$ cat src/design/atb_pkg.sv
package atb_pkg;

  // Register indices; byte address is four times the index
  localparam logic [9:0] IDX_CORE_A_INPUT_TWO_QUAD_OFFSET = 10'h34a;
  localparam logic [9:0] IDX_CORE_B_INPUT_ONE_PHASE0_OFFSET = 10'h34c;
  localparam logic [9:0] IDX_CORE_B_INPUT_TWO_PHASE0_OFFSET = 10'h34e;
  localparam logic [9:0] IDX_BANK_ZERO_FINE_GAIN = 10'h360;
  localparam logic [9:0] IDX_BANK_ONE_FINE_GAIN = 10'h361;
  localparam logic [9:0] IDX_BANK_FOUR_FINE_GAIN = 10'h364;
  localparam logic [9:0] IDX_BANK_FIVE_FINE_GAIN = 10'h365;
  localparam logic [9:0] IDX_CAL_CONTROL = 10'h370;
  localparam logic [9:0] IDX_TRIM_STATUS = 10'h371;

  // Field layout
  localparam int OFS_VAL_MSB = 11;
  localparam int OFS_REG_W = 16;
  localparam int GAIN_VAL_MSB = 4;
  localparam int GAIN_REG_W = 8;
  localparam int CTRL_FG_EN_BIT = 0;
  localparam int STAT_A_OFS_LSB = 0;
  localparam int STAT_A_HIT_BIT = 12;
  localparam int STAT_B_OFS_LSB = 16;
  localparam int STAT_B_HIT_BIT = 28;
  localparam int STAT_LOAD_BIT = 31;

  // Values after reset
  localparam logic [15:0] OFS_RESET = 16'h0000;
  localparam logic [7:0] GAIN_RESET = 8'h00;
  localparam logic [31:0] CTRL_RESET = 32'h0000_0001;

  // Conversion context encodings
  localparam logic INPUT_FIRST = 1'b0;
  localparam logic INPUT_SECOND = 1'b1;
  localparam logic PHASE_ZERO = 1'b0;
  localparam logic PHASE_QUAD = 1'b1;

  localparam logic [1:0] RESP_OKAY = 2'b00;
  localparam logic [1:0] RESP_SLVERR = 2'b10;

  typedef struct packed {
    logic awvalid;
    logic [11:0] awaddr;
    logic wvalid;
    logic [31:0] wdata;
    logic [3:0] wstrb;
    logic bready;
    logic arvalid;
    logic [11:0] araddr;
    logic rready;
  } atb_axi_req_t;

  typedef struct packed {
    logic awready;
    logic wready;
    logic bvalid;
    logic [1:0] bresp;
    logic arready;
    logic rvalid;
    logic [31:0] rdata;
    logic [1:0] rresp;
  } atb_axi_rsp_t;

  typedef struct packed {
    logic input_sel;
    logic phase_sel;
  } atb_conv_t;

  typedef struct packed {
    logic [15:0] ofs_a_in2_quad;
    logic [15:0] ofs_b_in1_ph0;
    logic [15:0] ofs_b_in2_ph0;
    logic [3:0][7:0] gain;
  } atb_fuse_t;

endpackage

$ cat src/design/atb_axil.sv
`timescale 1ns/100ps
module atb_axil (
  input wire logic clk_i, // Clock
  input wire logic rst_i, // Async reset, high
  input wire atb_pkg::atb_axi_req_t axi_i, // Bus request channels
  output atb_pkg::atb_axi_rsp_t axi_o, // Bus response channels
  output logic wr_o, // Write strobe to a mapped register
  output logic [9:0] wr_idx_o, // Write register index
  output logic [31:0] wr_data_o, // Write data
  output logic [3:0] wr_strb_o, // Write byte enables
  input wire logic wr_hit_i, // Write index is mapped
  output logic [9:0] rd_idx_o, // Read register index
  input wire logic [31:0] rd_data_i, // Read data for rd_idx_o
  input wire logic rd_hit_i // Read index is mapped
);
  import atb_pkg::*;

  logic aw_full_q, w_full_q, bvalid_q, rvalid_q;
  logic [11:0] awaddr_q;
  logic [31:0] wdata_q, rdata_q;
  logic [3:0] wstrb_q;
  logic [1:0] bresp_q, rresp_q;
  logic do_wr, rd_take;

  // Address and data may arrive in either order; each is held until both are in
  assign do_wr = aw_full_q & w_full_q & ~bvalid_q;
  assign rd_take = axi_i.arvalid & ~rvalid_q;

  always_ff @(posedge clk_i or posedge rst_i) begin
    if (rst_i) begin
      aw_full_q <= 1'b0;
      awaddr_q <= 12'h000;
    end else if (axi_i.awvalid && !aw_full_q) begin
      aw_full_q <= 1'b1;
      awaddr_q <= axi_i.awaddr;
    end else if (do_wr) begin
      aw_full_q <= 1'b0;
    end
  end

  always_ff @(posedge clk_i or posedge rst_i) begin
    if (rst_i) begin
      w_full_q <= 1'b0;
      wdata_q <= 32'h0000_0000;
      wstrb_q <= 4'h0;
    end else if (axi_i.wvalid && !w_full_q) begin
      w_full_q <= 1'b1;
      wdata_q <= axi_i.wdata;
      wstrb_q <= axi_i.wstrb;
    end else if (do_wr) begin
      w_full_q <= 1'b0;
    end
  end

  always_ff @(posedge clk_i or posedge rst_i) begin
    if (rst_i) begin
      bvalid_q <= 1'b0;
      bresp_q <= RESP_OKAY;
    end else if (do_wr) begin
      bvalid_q <= 1'b1;
      bresp_q <= wr_hit_i ? RESP_OKAY : RESP_SLVERR;
    end else if (axi_i.bready) begin
      bvalid_q <= 1'b0;
    end
  end

  // Unmapped reads answer zero with an error response
  always_ff @(posedge clk_i or posedge rst_i) begin
    if (rst_i) begin
      rvalid_q <= 1'b0;
      rdata_q <= 32'h0000_0000;
      rresp_q <= RESP_OKAY;
    end else if (rd_take) begin
      rvalid_q <= 1'b1;
      rdata_q <= rd_hit_i ? rd_data_i : 32'h0000_0000;
      rresp_q <= rd_hit_i ? RESP_OKAY : RESP_SLVERR;
    end else if (axi_i.rready) begin
      rvalid_q <= 1'b0;
    end
  end

  assign wr_o = do_wr & wr_hit_i;
  assign wr_idx_o = awaddr_q[11:2];
  assign wr_data_o = wdata_q;
  assign wr_strb_o = wstrb_q;
  assign rd_idx_o = axi_i.araddr[11:2];

  always_comb begin
    axi_o.awready = ~aw_full_q;
    axi_o.wready = ~w_full_q;
    axi_o.bvalid = bvalid_q;
    axi_o.bresp = bresp_q;
    axi_o.arready = ~rvalid_q;
    axi_o.rvalid = rvalid_q;
    axi_o.rdata = rdata_q;
    axi_o.rresp = rresp_q;
  end

endmodule

$ cat src/design/atb_ofs_sel.sv
`timescale 1ns/100ps
module atb_ofs_sel (
  input wire logic clk_i, // Clock
  input wire logic rst_i, // Async reset, high
  input wire logic fg_en_i, // Foreground calibration enabled
  input wire logic hit_i, // Context matches the stored trim
  input wire logic [11:0] stored_i, // Stored foreground trim
  input wire logic [11:0] alt_i, // Correction from elsewhere
  output logic [11:0] ofs_o, // Applied correction, registered
  output logic from_store_o // Applied value came from stored_i
);
  logic use_store;

  // Stored foreground trim only when calibration is on and the context fits
  assign use_store = fg_en_i & hit_i;

  always_ff @(posedge clk_i or posedge rst_i) begin
    if (rst_i) begin
      ofs_o <= 12'h000;
      from_store_o <= 1'b0;
    end else begin
      ofs_o <= use_store ? stored_i : alt_i;
      from_store_o <= use_store;
    end
  end

endmodule

$ cat src/design/atb_trim_bank.sv
// Added by the designer: the AXI4-Lite slave port.
`timescale 1ns/100ps
module atb_trim_bank (
  input wire logic clk_i, // Clock, 125 MHz
  input wire logic rst_i, // Async reset, high
  input wire atb_pkg::atb_axi_req_t axi_i, // AXI4-Lite request
  output atb_pkg::atb_axi_rsp_t axi_o, // AXI4-Lite response
  input wire atb_pkg::atb_fuse_t fuse_i, // Fuse storage contents
  input wire logic fuse_reload_i, // Pulse: reload trims from fuse
  input wire atb_pkg::atb_conv_t conv_a_i, // Core A conversion context
  input wire atb_pkg::atb_conv_t conv_b_i, // Core B conversion context
  input wire logic [11:0] alt_ofs_a_i, // Core A correction when not held here
  input wire logic [11:0] alt_ofs_b_i, // Core B correction when not held here
  output logic [11:0] ofs_a_o, // Core A applied offset
  output logic [11:0] ofs_b_o, // Core B applied offset
  output logic [4:0] bank_zero_fine_gain_o, // Bank 0 fine gain
  output logic [4:0] bank_one_fine_gain_o, // Bank 1 fine gain
  output logic [4:0] bank_four_fine_gain_o, // Bank 4 fine gain
  output logic [4:0] bank_five_fine_gain_o, // Bank 5 fine gain
  output logic fg_en_o, // Foreground calibration enable
  output logic load_busy_o // Fuse load pending
);
  import atb_pkg::*;

  logic wr_stb;
  logic [9:0] wr_idx;
  logic [31:0] wr_data;
  logic [3:0] wr_strb;
  logic wr_hit;
  logic [9:0] rd_idx;
  logic [31:0] rd_data;
  logic rd_hit;

  logic [OFS_REG_W-1:0] ofs_a_q;
  logic [OFS_REG_W-1:0] ofs_b1_q;
  logic [OFS_REG_W-1:0] ofs_b2_q;
  logic [3:0][GAIN_REG_W-1:0] gain_q;
  logic [31:0] ctrl_q;
  logic load_q;

  logic a_hit, b_hit;
  logic [11:0] b_stored;
  logic a_from_store, b_from_store;
  logic [31:0] status;
  logic [2:0] wr_slot;

  function automatic logic mapped(input logic [9:0] idx);
    case (idx)
      IDX_CORE_A_INPUT_TWO_QUAD_OFFSET,
      IDX_CORE_B_INPUT_ONE_PHASE0_OFFSET,
      IDX_CORE_B_INPUT_TWO_PHASE0_OFFSET,
      IDX_BANK_ZERO_FINE_GAIN,
      IDX_BANK_ONE_FINE_GAIN,
      IDX_BANK_FOUR_FINE_GAIN,
      IDX_BANK_FIVE_FINE_GAIN,
      IDX_CAL_CONTROL,
      IDX_TRIM_STATUS: mapped = 1'b1;
      default: mapped = 1'b0;
    endcase
  endfunction

  // Byte-lane merge for the sixteen-bit offset registers
  function automatic logic [15:0] merge16(input logic [15:0] old, input logic [31:0] d, input logic [3:0] s);
    merge16 = {s[1] ? d[15:8] : old[15:8], s[0] ? d[7:0] : old[7:0]};
  endfunction

  // Gain index of a bank register, or none
  function automatic logic [2:0] gain_slot(input logic [9:0] idx);
    case (idx)
      IDX_BANK_ZERO_FINE_GAIN: gain_slot = 3'h4;
      IDX_BANK_ONE_FINE_GAIN: gain_slot = 3'h5;
      IDX_BANK_FOUR_FINE_GAIN: gain_slot = 3'h6;
      IDX_BANK_FIVE_FINE_GAIN: gain_slot = 3'h7;
      default: gain_slot = 3'h0;
    endcase
  endfunction

  atb_axil u_axil (
    .clk_i(clk_i),
    .rst_i(rst_i),
    .axi_i(axi_i),
    .axi_o(axi_o),
    .wr_o(wr_stb),
    .wr_idx_o(wr_idx),
    .wr_data_o(wr_data),
    .wr_strb_o(wr_strb),
    .wr_hit_i(wr_hit),
    .rd_idx_o(rd_idx),
    .rd_data_i(rd_data),
    .rd_hit_i(rd_hit)
  );

  // Status is read-only; a write to it is accepted and dropped
  assign wr_hit = mapped(wr_idx);
  assign rd_hit = mapped(rd_idx);
  // A function result cannot be bit-selected, so the slot is decoded once here
  assign wr_slot = gain_slot(wr_idx);

  // Reset cannot take fuse values directly, so a load is queued at release
  always_ff @(posedge clk_i or posedge rst_i) begin
    if (rst_i) begin
      load_q <= 1'b1;
    end else begin
      load_q <= fuse_reload_i;
    end
  end

  // Fuse load wins over a software write in the same cycle
  always_ff @(posedge clk_i or posedge rst_i) begin
    if (rst_i) begin
      ofs_a_q <= OFS_RESET;
    end else if (load_q) begin
      ofs_a_q <= fuse_i.ofs_a_in2_quad;
    end else if (wr_stb && wr_idx == IDX_CORE_A_INPUT_TWO_QUAD_OFFSET) begin
      ofs_a_q <= merge16(ofs_a_q, wr_data, wr_strb);
    end
  end

  always_ff @(posedge clk_i or posedge rst_i) begin
    if (rst_i) begin
      ofs_b1_q <= OFS_RESET;
    end else if (load_q) begin
      ofs_b1_q <= fuse_i.ofs_b_in1_ph0;
    end else if (wr_stb && wr_idx == IDX_CORE_B_INPUT_ONE_PHASE0_OFFSET) begin
      ofs_b1_q <= merge16(ofs_b1_q, wr_data, wr_strb);
    end
  end

  always_ff @(posedge clk_i or posedge rst_i) begin
    if (rst_i) begin
      ofs_b2_q <= OFS_RESET;
    end else if (load_q) begin
      ofs_b2_q <= fuse_i.ofs_b_in2_ph0;
    end else if (wr_stb && wr_idx == IDX_CORE_B_INPUT_TWO_PHASE0_OFFSET) begin
      ofs_b2_q <= merge16(ofs_b2_q, wr_data, wr_strb);
    end
  end

  // Reserved gain bits are stored and read back as written
  always_ff @(posedge clk_i or posedge rst_i) begin
    if (rst_i) begin
      gain_q <= {4{GAIN_RESET}};
    end else if (load_q) begin
      gain_q <= fuse_i.gain;
    end else if (wr_stb && wr_slot[2] && wr_strb[0]) begin
      gain_q[wr_slot[1:0]] <= wr_data[GAIN_REG_W-1:0];
    end
  end

  always_ff @(posedge clk_i or posedge rst_i) begin
    if (rst_i) begin
      ctrl_q <= CTRL_RESET;
    end else if (wr_stb && wr_idx == IDX_CAL_CONTROL && wr_strb[0]) begin
      ctrl_q <= {31'h0000_0000, wr_data[CTRL_FG_EN_BIT]};
    end
  end

  // Read mux; bits above each register's width read zero
  always_comb begin
    rd_data = 32'h0000_0000;
    case (rd_idx)
      IDX_CORE_A_INPUT_TWO_QUAD_OFFSET: rd_data = {16'h0000, ofs_a_q};
      IDX_CORE_B_INPUT_ONE_PHASE0_OFFSET: rd_data = {16'h0000, ofs_b1_q};
      IDX_CORE_B_INPUT_TWO_PHASE0_OFFSET: rd_data = {16'h0000, ofs_b2_q};
      IDX_BANK_ZERO_FINE_GAIN: rd_data = {24'h00_0000, gain_q[0]};
      IDX_BANK_ONE_FINE_GAIN: rd_data = {24'h00_0000, gain_q[1]};
      IDX_BANK_FOUR_FINE_GAIN: rd_data = {24'h00_0000, gain_q[2]};
      IDX_BANK_FIVE_FINE_GAIN: rd_data = {24'h00_0000, gain_q[3]};
      IDX_CAL_CONTROL: rd_data = ctrl_q;
      IDX_TRIM_STATUS: rd_data = status;
      default: rd_data = 32'h0000_0000;
    endcase
  end

  // Context decode for each core
  assign a_hit = (conv_a_i.input_sel == INPUT_SECOND) && (conv_a_i.phase_sel == PHASE_QUAD);
  assign b_hit = (conv_b_i.phase_sel == PHASE_ZERO);
  assign b_stored = (conv_b_i.input_sel == INPUT_SECOND) ? ofs_b2_q[OFS_VAL_MSB:0]
                                                       : ofs_b1_q[OFS_VAL_MSB:0];

  atb_ofs_sel u_sel_a (
    .clk_i(clk_i),
    .rst_i(rst_i),
    .fg_en_i(ctrl_q[CTRL_FG_EN_BIT]),
    .hit_i(a_hit),
    .stored_i(ofs_a_q[OFS_VAL_MSB:0]),
    .alt_i(alt_ofs_a_i),
    .ofs_o(ofs_a_o),
    .from_store_o(a_from_store)
  );

  atb_ofs_sel u_sel_b (
    .clk_i(clk_i),
    .rst_i(rst_i),
    .fg_en_i(ctrl_q[CTRL_FG_EN_BIT]),
    .hit_i(b_hit),
    .stored_i(b_stored),
    .alt_i(alt_ofs_b_i),
    .ofs_o(ofs_b_o),
    .from_store_o(b_from_store)
  );

  always_comb begin
    status = 32'h0000_0000;
    status[STAT_A_OFS_LSB +: 12] = ofs_a_o;
    status[STAT_A_HIT_BIT] = a_from_store;
    status[STAT_B_OFS_LSB +: 12] = ofs_b_o;
    status[STAT_B_HIT_BIT] = b_from_store;
    status[STAT_LOAD_BIT] = load_q;
  end

  // Each bank sees only its own trim
  assign bank_zero_fine_gain_o = gain_q[0][GAIN_VAL_MSB:0];
  assign bank_one_fine_gain_o = gain_q[1][GAIN_VAL_MSB:0];
  assign bank_four_fine_gain_o = gain_q[2][GAIN_VAL_MSB:0];
  assign bank_five_fine_gain_o = gain_q[3][GAIN_VAL_MSB:0];
  assign fg_en_o = ctrl_q[CTRL_FG_EN_BIT];
  assign load_busy_o = load_q;

endmodule

$ cat config.mk
export PLATFORM = sky130hd
export DESIGN_NAME = atb_trim_bank
export DESIGN_NICKNAME = d
export VERILOG_FILES = /design/src/design/atb_pkg.sv /design/src/design/atb_axil.sv /design/src/design/atb_ofs_sel.sv /design/src/design/atb_trim_bank.sv
export SDC_FILE = /design/constraint.sdc
export NUM_CORES = 1
export LEC_CHECK = 0
export BUFFER_PORTS_ARGS = -buffer_cell sky130_fd_sc_hd__buf_4
export CAP_MARGIN = 20
export CORE_UTILIZATION = 40
export CTS_CLUSTER_SIZE = 24
export DETAILED_ROUTE_END_ITERATION = 16
export PLACE_DENSITY_LB_ADDON = 0.05
export SETUP_SLACK_MARGIN = 0.05
export SYNTH_ARGS = -nofsm -noshare
export SYNTH_HDL_FRONTEND = slang
export SYNTH_SLANG_ARGS = --single-unit
$ cat constraint.sdc
create_clock -name clk_i -period 4.9 [get_ports clk_i]
set_input_delay 0 -clock clk_i [delete_from_list [all_inputs] [get_ports clk_i]]
set_output_delay 0 -clock clk_i [all_outputs]
set_load 0.02 [all_outputs]
## Yosys cells after proc, flatten, opt, wreduce, memory -nomap -nowiden

Cells that the tools add are included.

- Muxes and demuxes: 30
- Divide/modulo/power cells: 0
- Shift operators: 0
- Equal/unequal tests: 18
- Magnitude comparators: 2
- Bitwise logic cells: 11
- Reduce and logical (&&, ||, !) cells: 31
- Multiply operators: 0
- Add/sub/neg operators: 0

Operator list:

| operator | number |
|---|---|
| $pmux W32 S9 | 1 |
| $eq A10 B10 Y1 const B | 18 |
| $mux W16 | 6 |
| $mux W32 | 3 |
| $mux W12 | 3 |
| $bwmux W32 | 1 |
| $mux W8 | 3 |
| $reduce_bool A2 Y1 | 10 |
| $reduce_or A9 Y1 | 2 |
| $demux W8 S2 | 1 |
| $pmux W3 S4 | 1 |
| $reduce_and A2 Y1 | 6 |
| $logic_and A1 B1 Y1 | 11 |
| $mux W1 | 9 |
| $and A1 B1 Y1 | 6 |
| $not A1 Y1 | 5 |
| $mux W2 | 2 |
| $lt A2 B3 Y1 const B | 1 |
| $ge A2 B1 Y1 const B | 1 |
| $logic_not A1 Y1 | 2 |

- Bits of input ports: 176
- Output and inout bits: 87
- Memories: 0
- Memory bits (writable): 0
- Bits in read-only memories: 0
- Register bits: 178
- Latch bits: 0

## Longest topological paths before layout

- Depth in word-level cells: 9
- Mapped depth: 7

## Hierarchy

A second synthesis with hierarchy kept.

- Cells, all modules: 906
- Area, all modules: 10308.6 µm²

Modules (own cells, without submodules):

| module | cells an instance | seq. area each (µm²) | instances | area each (µm²) |
|---|---|---|---|---|
| atb_trim_bank | 576 | 2054.5 | 1 | 5639.2 |
| atb_axil | 272 | 2102.0 | 1 | 3631.0 |
| atb_ofs_sel | 29 | 325.3 | 2 | 519.2 |

## Worst setup path after synthesis

OpenSTA, ideal clock, no wires.

- Kind: register to register
- Start point: reg load_q, in the netlist load_busy_o
- End point: reg gain_q (netlist bit bank_five_fine_gain_o[0])
- Cell stages (with the launch flop): 5
- Arrival: 1.717 ns
- Period minus slack after synthesis: 1.853 ns
- Required time: 4.764 ns
- Path slack: 3.047 ns
- Cell sequence: dfstp_2 > buf_1 > clkbuf_1 > clkbuf_1 > o21ai_0

- Word-level cells in the longest chain between the ends: 1

RTL lines:

| what | line | source |
|---|---|---|
| from (decl) | atb_trim_bank.sv:39 | `logic load_q;` |
| from (signal assigned) | atb_trim_bank.sv:104 | `load_q <= fuse_reload_i;` |
| $mux W32 / $reduce_bool A2 Y1 (equally long branches) | - |  |
| to (signal assigned) | atb_trim_bank.sv:142 | `gain_q <= {4{GAIN_RESET}};` |
| to (signal assigned) | atb_trim_bank.sv:144 | `gain_q <= fuse_i.gain;` |
| to (signal, indexed assignment) | atb_trim_bank.sv:146 | `gain_q[wr_slot[1:0]] <= wr_data[GAIN_REG_W-1:0];` |
| to (decl) | atb_trim_bank.sv:37 | `logic [3:0][GAIN_REG_W-1:0] gain_q;` |

Parallel ways exist; a longest one is shown, timed or not.
A chain may end at the register's enable or synchronous reset.

## Final worst setup path

- Start point: reg load_q, in the netlist load_busy_o
- End point: reg ofs_b1_q[5]

- Word-level cells in the longest chain between the ends: 2

RTL lines:

| what | line | source |
|---|---|---|
| $reduce_bool A2 Y1 (no line) | - |  |
| $reduce_and A2 Y1 (no line) | - |  |
| to (signal assigned) | atb_trim_bank.sv:123 | `ofs_b1_q <= fuse_i.ofs_b_in1_ph0;` |
| to (signal assigned) | atb_trim_bank.sv:125 | `ofs_b1_q <= merge16(ofs_b1_q, wr_data, wr_strb);` |
| to (decl) | atb_trim_bank.sv:35 | `logic [OFS_REG_W-1:0] ofs_b1_q;` |

Parallel ways exist; a longest one is shown, timed or not.

==> impl_results.md <==
* FF+latch area at 4310 um^2
* Multi-input logic area at 3620 um^2
* Max transition margin at 37.9%
* Hold Violations, Final at 0
* Slowest-stage cell, CP: dfstp_4
* Wire length per cell at 18.4 um
* Endpoint class of the critical path: register
* Hold Crit Class: in -> reg
* Area contributors post-synth: dfrtp_1 (51%), mux2i_1 (11%), mux2_2 (7.2%)
* Vias per cell at 5.12
* Unrepaired setup endpoints after global routing: false
* # DRC at 0
* Critical Path Start Type: register
* Commonest non-fill, non-tap cell in the layout: buf_4
* Largest delay share family, worst path: flip-flops
* Synth cell types at 51
* Clk_lat worst skew at 430 ps
* Fillers at 1771
* PortBufs at 236
* Gp weighted congestion at 0.819
* Power Density at 333 nW/um^2
* CTS tree: done
* Clock Tree Buf Depth at 2
* Minimum clock period at 2300 ps
* Post_cts resized at 0
* Max Slew Vio Count at 0
* CP cell instances: buf_4 -> nor2_2 -> a21o_1
* ANT nets after route at 0
* Std cell rows at 52
* Top FF cell, synth: dfrtp_1
* Post-Syn Area per Cell at 11.2 um^2
* # nets final at 1248
* Post-synth top area cell: dfrtp_1
* Max IR drop VDD at 0.000245 V
* Data arrival time of the critical path at 2620 ps
* Die area at 21400 um^2
* Top cell type's share of synthesized area at 51.0%
* Max-cap viol count at 0
* Worst Path Max Fanout at 87
* Most frequent cells in the layout: buf_4 (242), dfrtp_1 (170), dlygate4sd3_1 (138), nand2_1 (97), mux2i_1 (89)
* First-pass GRT wire length at 39.5 mm
* Share of layout cells above drive strength 1 at 32.4%
* Initial antenna violation count at 0
* ANT cells at 0
* Synthesized area at 8350 um^2
* Vias in the first global route at 7184
* Total Routing Usage GR at 23.9%
* Initial Util at 41.0%
* Status: complete, no violations
* Die height at 146 um
* DR vias at 6935
* Critical Path RT at 5220 ps
* Tot Pwr at 0.00403 W
* Drt pass-1 iters at 4
* Leak Pwr at 5.67 nW
* CTS root buffer: clkbuf_16
* Crit path largest cell delay at 1090 ps
* DRT iter0 DRCs at 369
* FF+latch count, synth at 172
* CP Buf/Inv Count at 1
* Setup CP Type: reg -> reg
* Die Span X at 146 um
* Synthesized netlist cell count at 746
* CTS buffer count at 17
* Part of the cycle the worst path needs at 46.9%
* CORE AREA at 20400 um^2
* Async SR Flop Fraction at 100%
* Final setup violation count at 0
* Final Skew at 9.03 ps
* Synthesis-to-finish area growth at 44.8%
* Number of synthesized flops with an enable pin at 0
* Placed wire-length estimate at 17.7 mm
* Seq/Total Area, Yosys at 51.6%
* Final wirelength at 24.9 mm
* GRT overflow at 0
* Yosys Warn Count at 0
* CTS clk-pin slew, worst paths at 60 ps
* Worst-margin pin slew at 926 ps
* Maximum clock frequency at 435 MHz
* Largest net degree at the start of global routing at 88
* Clock Sinks at 172
* Top-Level Pins at 263
* Final TNS setup at 0 ps
* H-tree depth at 4
[cell families after synthesis]
group | Yosys count | synth area share, %
AOI/OAI and AO/OA | 186 | 14.6
DFF | 172 | 51.6
and+or+nand+nor | 152 | 9.55
muxes | 146 | 18.9
buffers and inverters | 89 | 5.35
other | 1 | 0.0449
[routing by layer]
layer  global-route usage, %  wire length (um)  vias up  share of wire (%)
met4                    5.63               267        0                1.1
li1                        -                 -     3307                  -
met5                       0                 0        -                  0
met1                    33.2             11600     3401                 47
met2                    38.2             11700      206                 47
met3                    4.84              1340       21                5.4
[worst paths after layout]
path / startpoint / end / slack (ps) / depth (start not counted)
hold reg to reg: u_sel_b.from_store_o / u_axil.rdata_q[28] / 470 / 1
setup reg to reg: load_busy_o / ofs_b1_q[5] / 2600 / 3
hold / removal: axi_i[8] / u_axil.rdata_q[0] / 50 / 4
max in group asynchronous: rst_i / u_axil.rdata_q[17] / 3500 / 4
setup / recovery: load_busy_o / ofs_b1_q[5] / 2600 / 3
min in group asynchronous: rst_i / u_axil.rdata_q[25] / 170 / 3
[through the flow]
stage | util, % | std cells | setup WS [ps] | area [um^2] | hold WS [ps]
floorplan | - | 749 | 243 | 8360 | 4.48
global placement | 49.8 | 1184 | 2650 | 10100 | 78.7
detailed placement | 49.8 | 1184 | 2610 | 10100 | 84.4
CTS | 59.3 | 1354 | 2610 | 12100 | 34.4
global route | 59.4 | 1355 | 2460 | 12100 | 72.4
finish | 59.4 | 1355 | 2600 | 12100 | 48.7
[worst register-to-register path, delay by kind of cell (launching register included)]
kind,cells,cell delay [ps]
flops,1,1090
buf+inv,1,670
compound gates,1,220
simple gates,1,200
[flip-flops by register name, indices dropped and copies added (netlist names), 2 cells and up]
register / flops
ofs_a_q: 16
u_axil.wr_data_o: 16
bank_zero_fine_gain_o: 5
ofs_b2_q: 16
bank_four_fine_gain_o: 5
bank_five_fine_gain_o: 5
u_axil.awaddr_q: 10
u_axil.rdata_q: 30
ofs_b1_q: 16
bank_one_fine_gain_o: 5
u_axil.wr_strb_o: 2
gain_q: 12
u_sel_b.ofs_o: 12
u_sel_a.ofs_o: 12
[where the power goes]
part           switching (W)  internal [W]  total, W
registers           0.000300       0.00162   0.00192
logic               0.000361      0.000460  0.000821
clock network       0.000586      0.000697   0.00128
total                0.00125       0.00278   0.00403
[area by class of cell]
class | count | share of cell area [%]
repair buffers | 381 | 26.5
multi-input cells | 488 | 30.0
well taps | 270 | 2.79
inverters | 12 | 0.414
clock buffers | 22 | 3.92
flip-flops and latches | 172 | 35.7
clock inverters | 10 | 0.683
[Yosys cell counts, types with 2 or more instances]
| cell type | count |
|---|---|
| dfrtp_1 | 170 |
| inv_1 | 12 |
| nor2_1 | 10 |
| nor2_2 | 2 |
| o21ai_1 | 20 |
| buf_2 | 9 |
| o21ai_0 | 70 |
| o22ai_1 | 3 |
| nand2_1 | 97 |
| a21oi_1 | 11 |
| nand4_1 | 3 |
| a32oi_1 | 3 |
| and4b_1 | 2 |
| mux4_2 | 4 |
| nand4b_1 | 4 |
| nand3_1 | 8 |
| nor4b_4 | 2 |
| nor2b_1 | 4 |
| mux2_2 | 53 |
| buf_4 | 27 |
| o221ai_1 | 4 |
| nor4_4 | 2 |
| dfstp_2 | 2 |
| buf_1 | 5 |
| nor2_4 | 2 |
| nor3_1 | 2 |
| clkbuf_1 | 36 |
| a22oi_1 | 15 |
| mux2i_1 | 89 |
| a22o_1 | 39 |
| a21o_1 | 16 |
[repair_timing]
item | 4_1_cts | 5_1_grt
buffers inserted | 0 | 0
hold buffers | 138 | 0
endpoints found under the hold margin | 191 | 0
No activity file was read; power rests on OpenSTA's default activity.
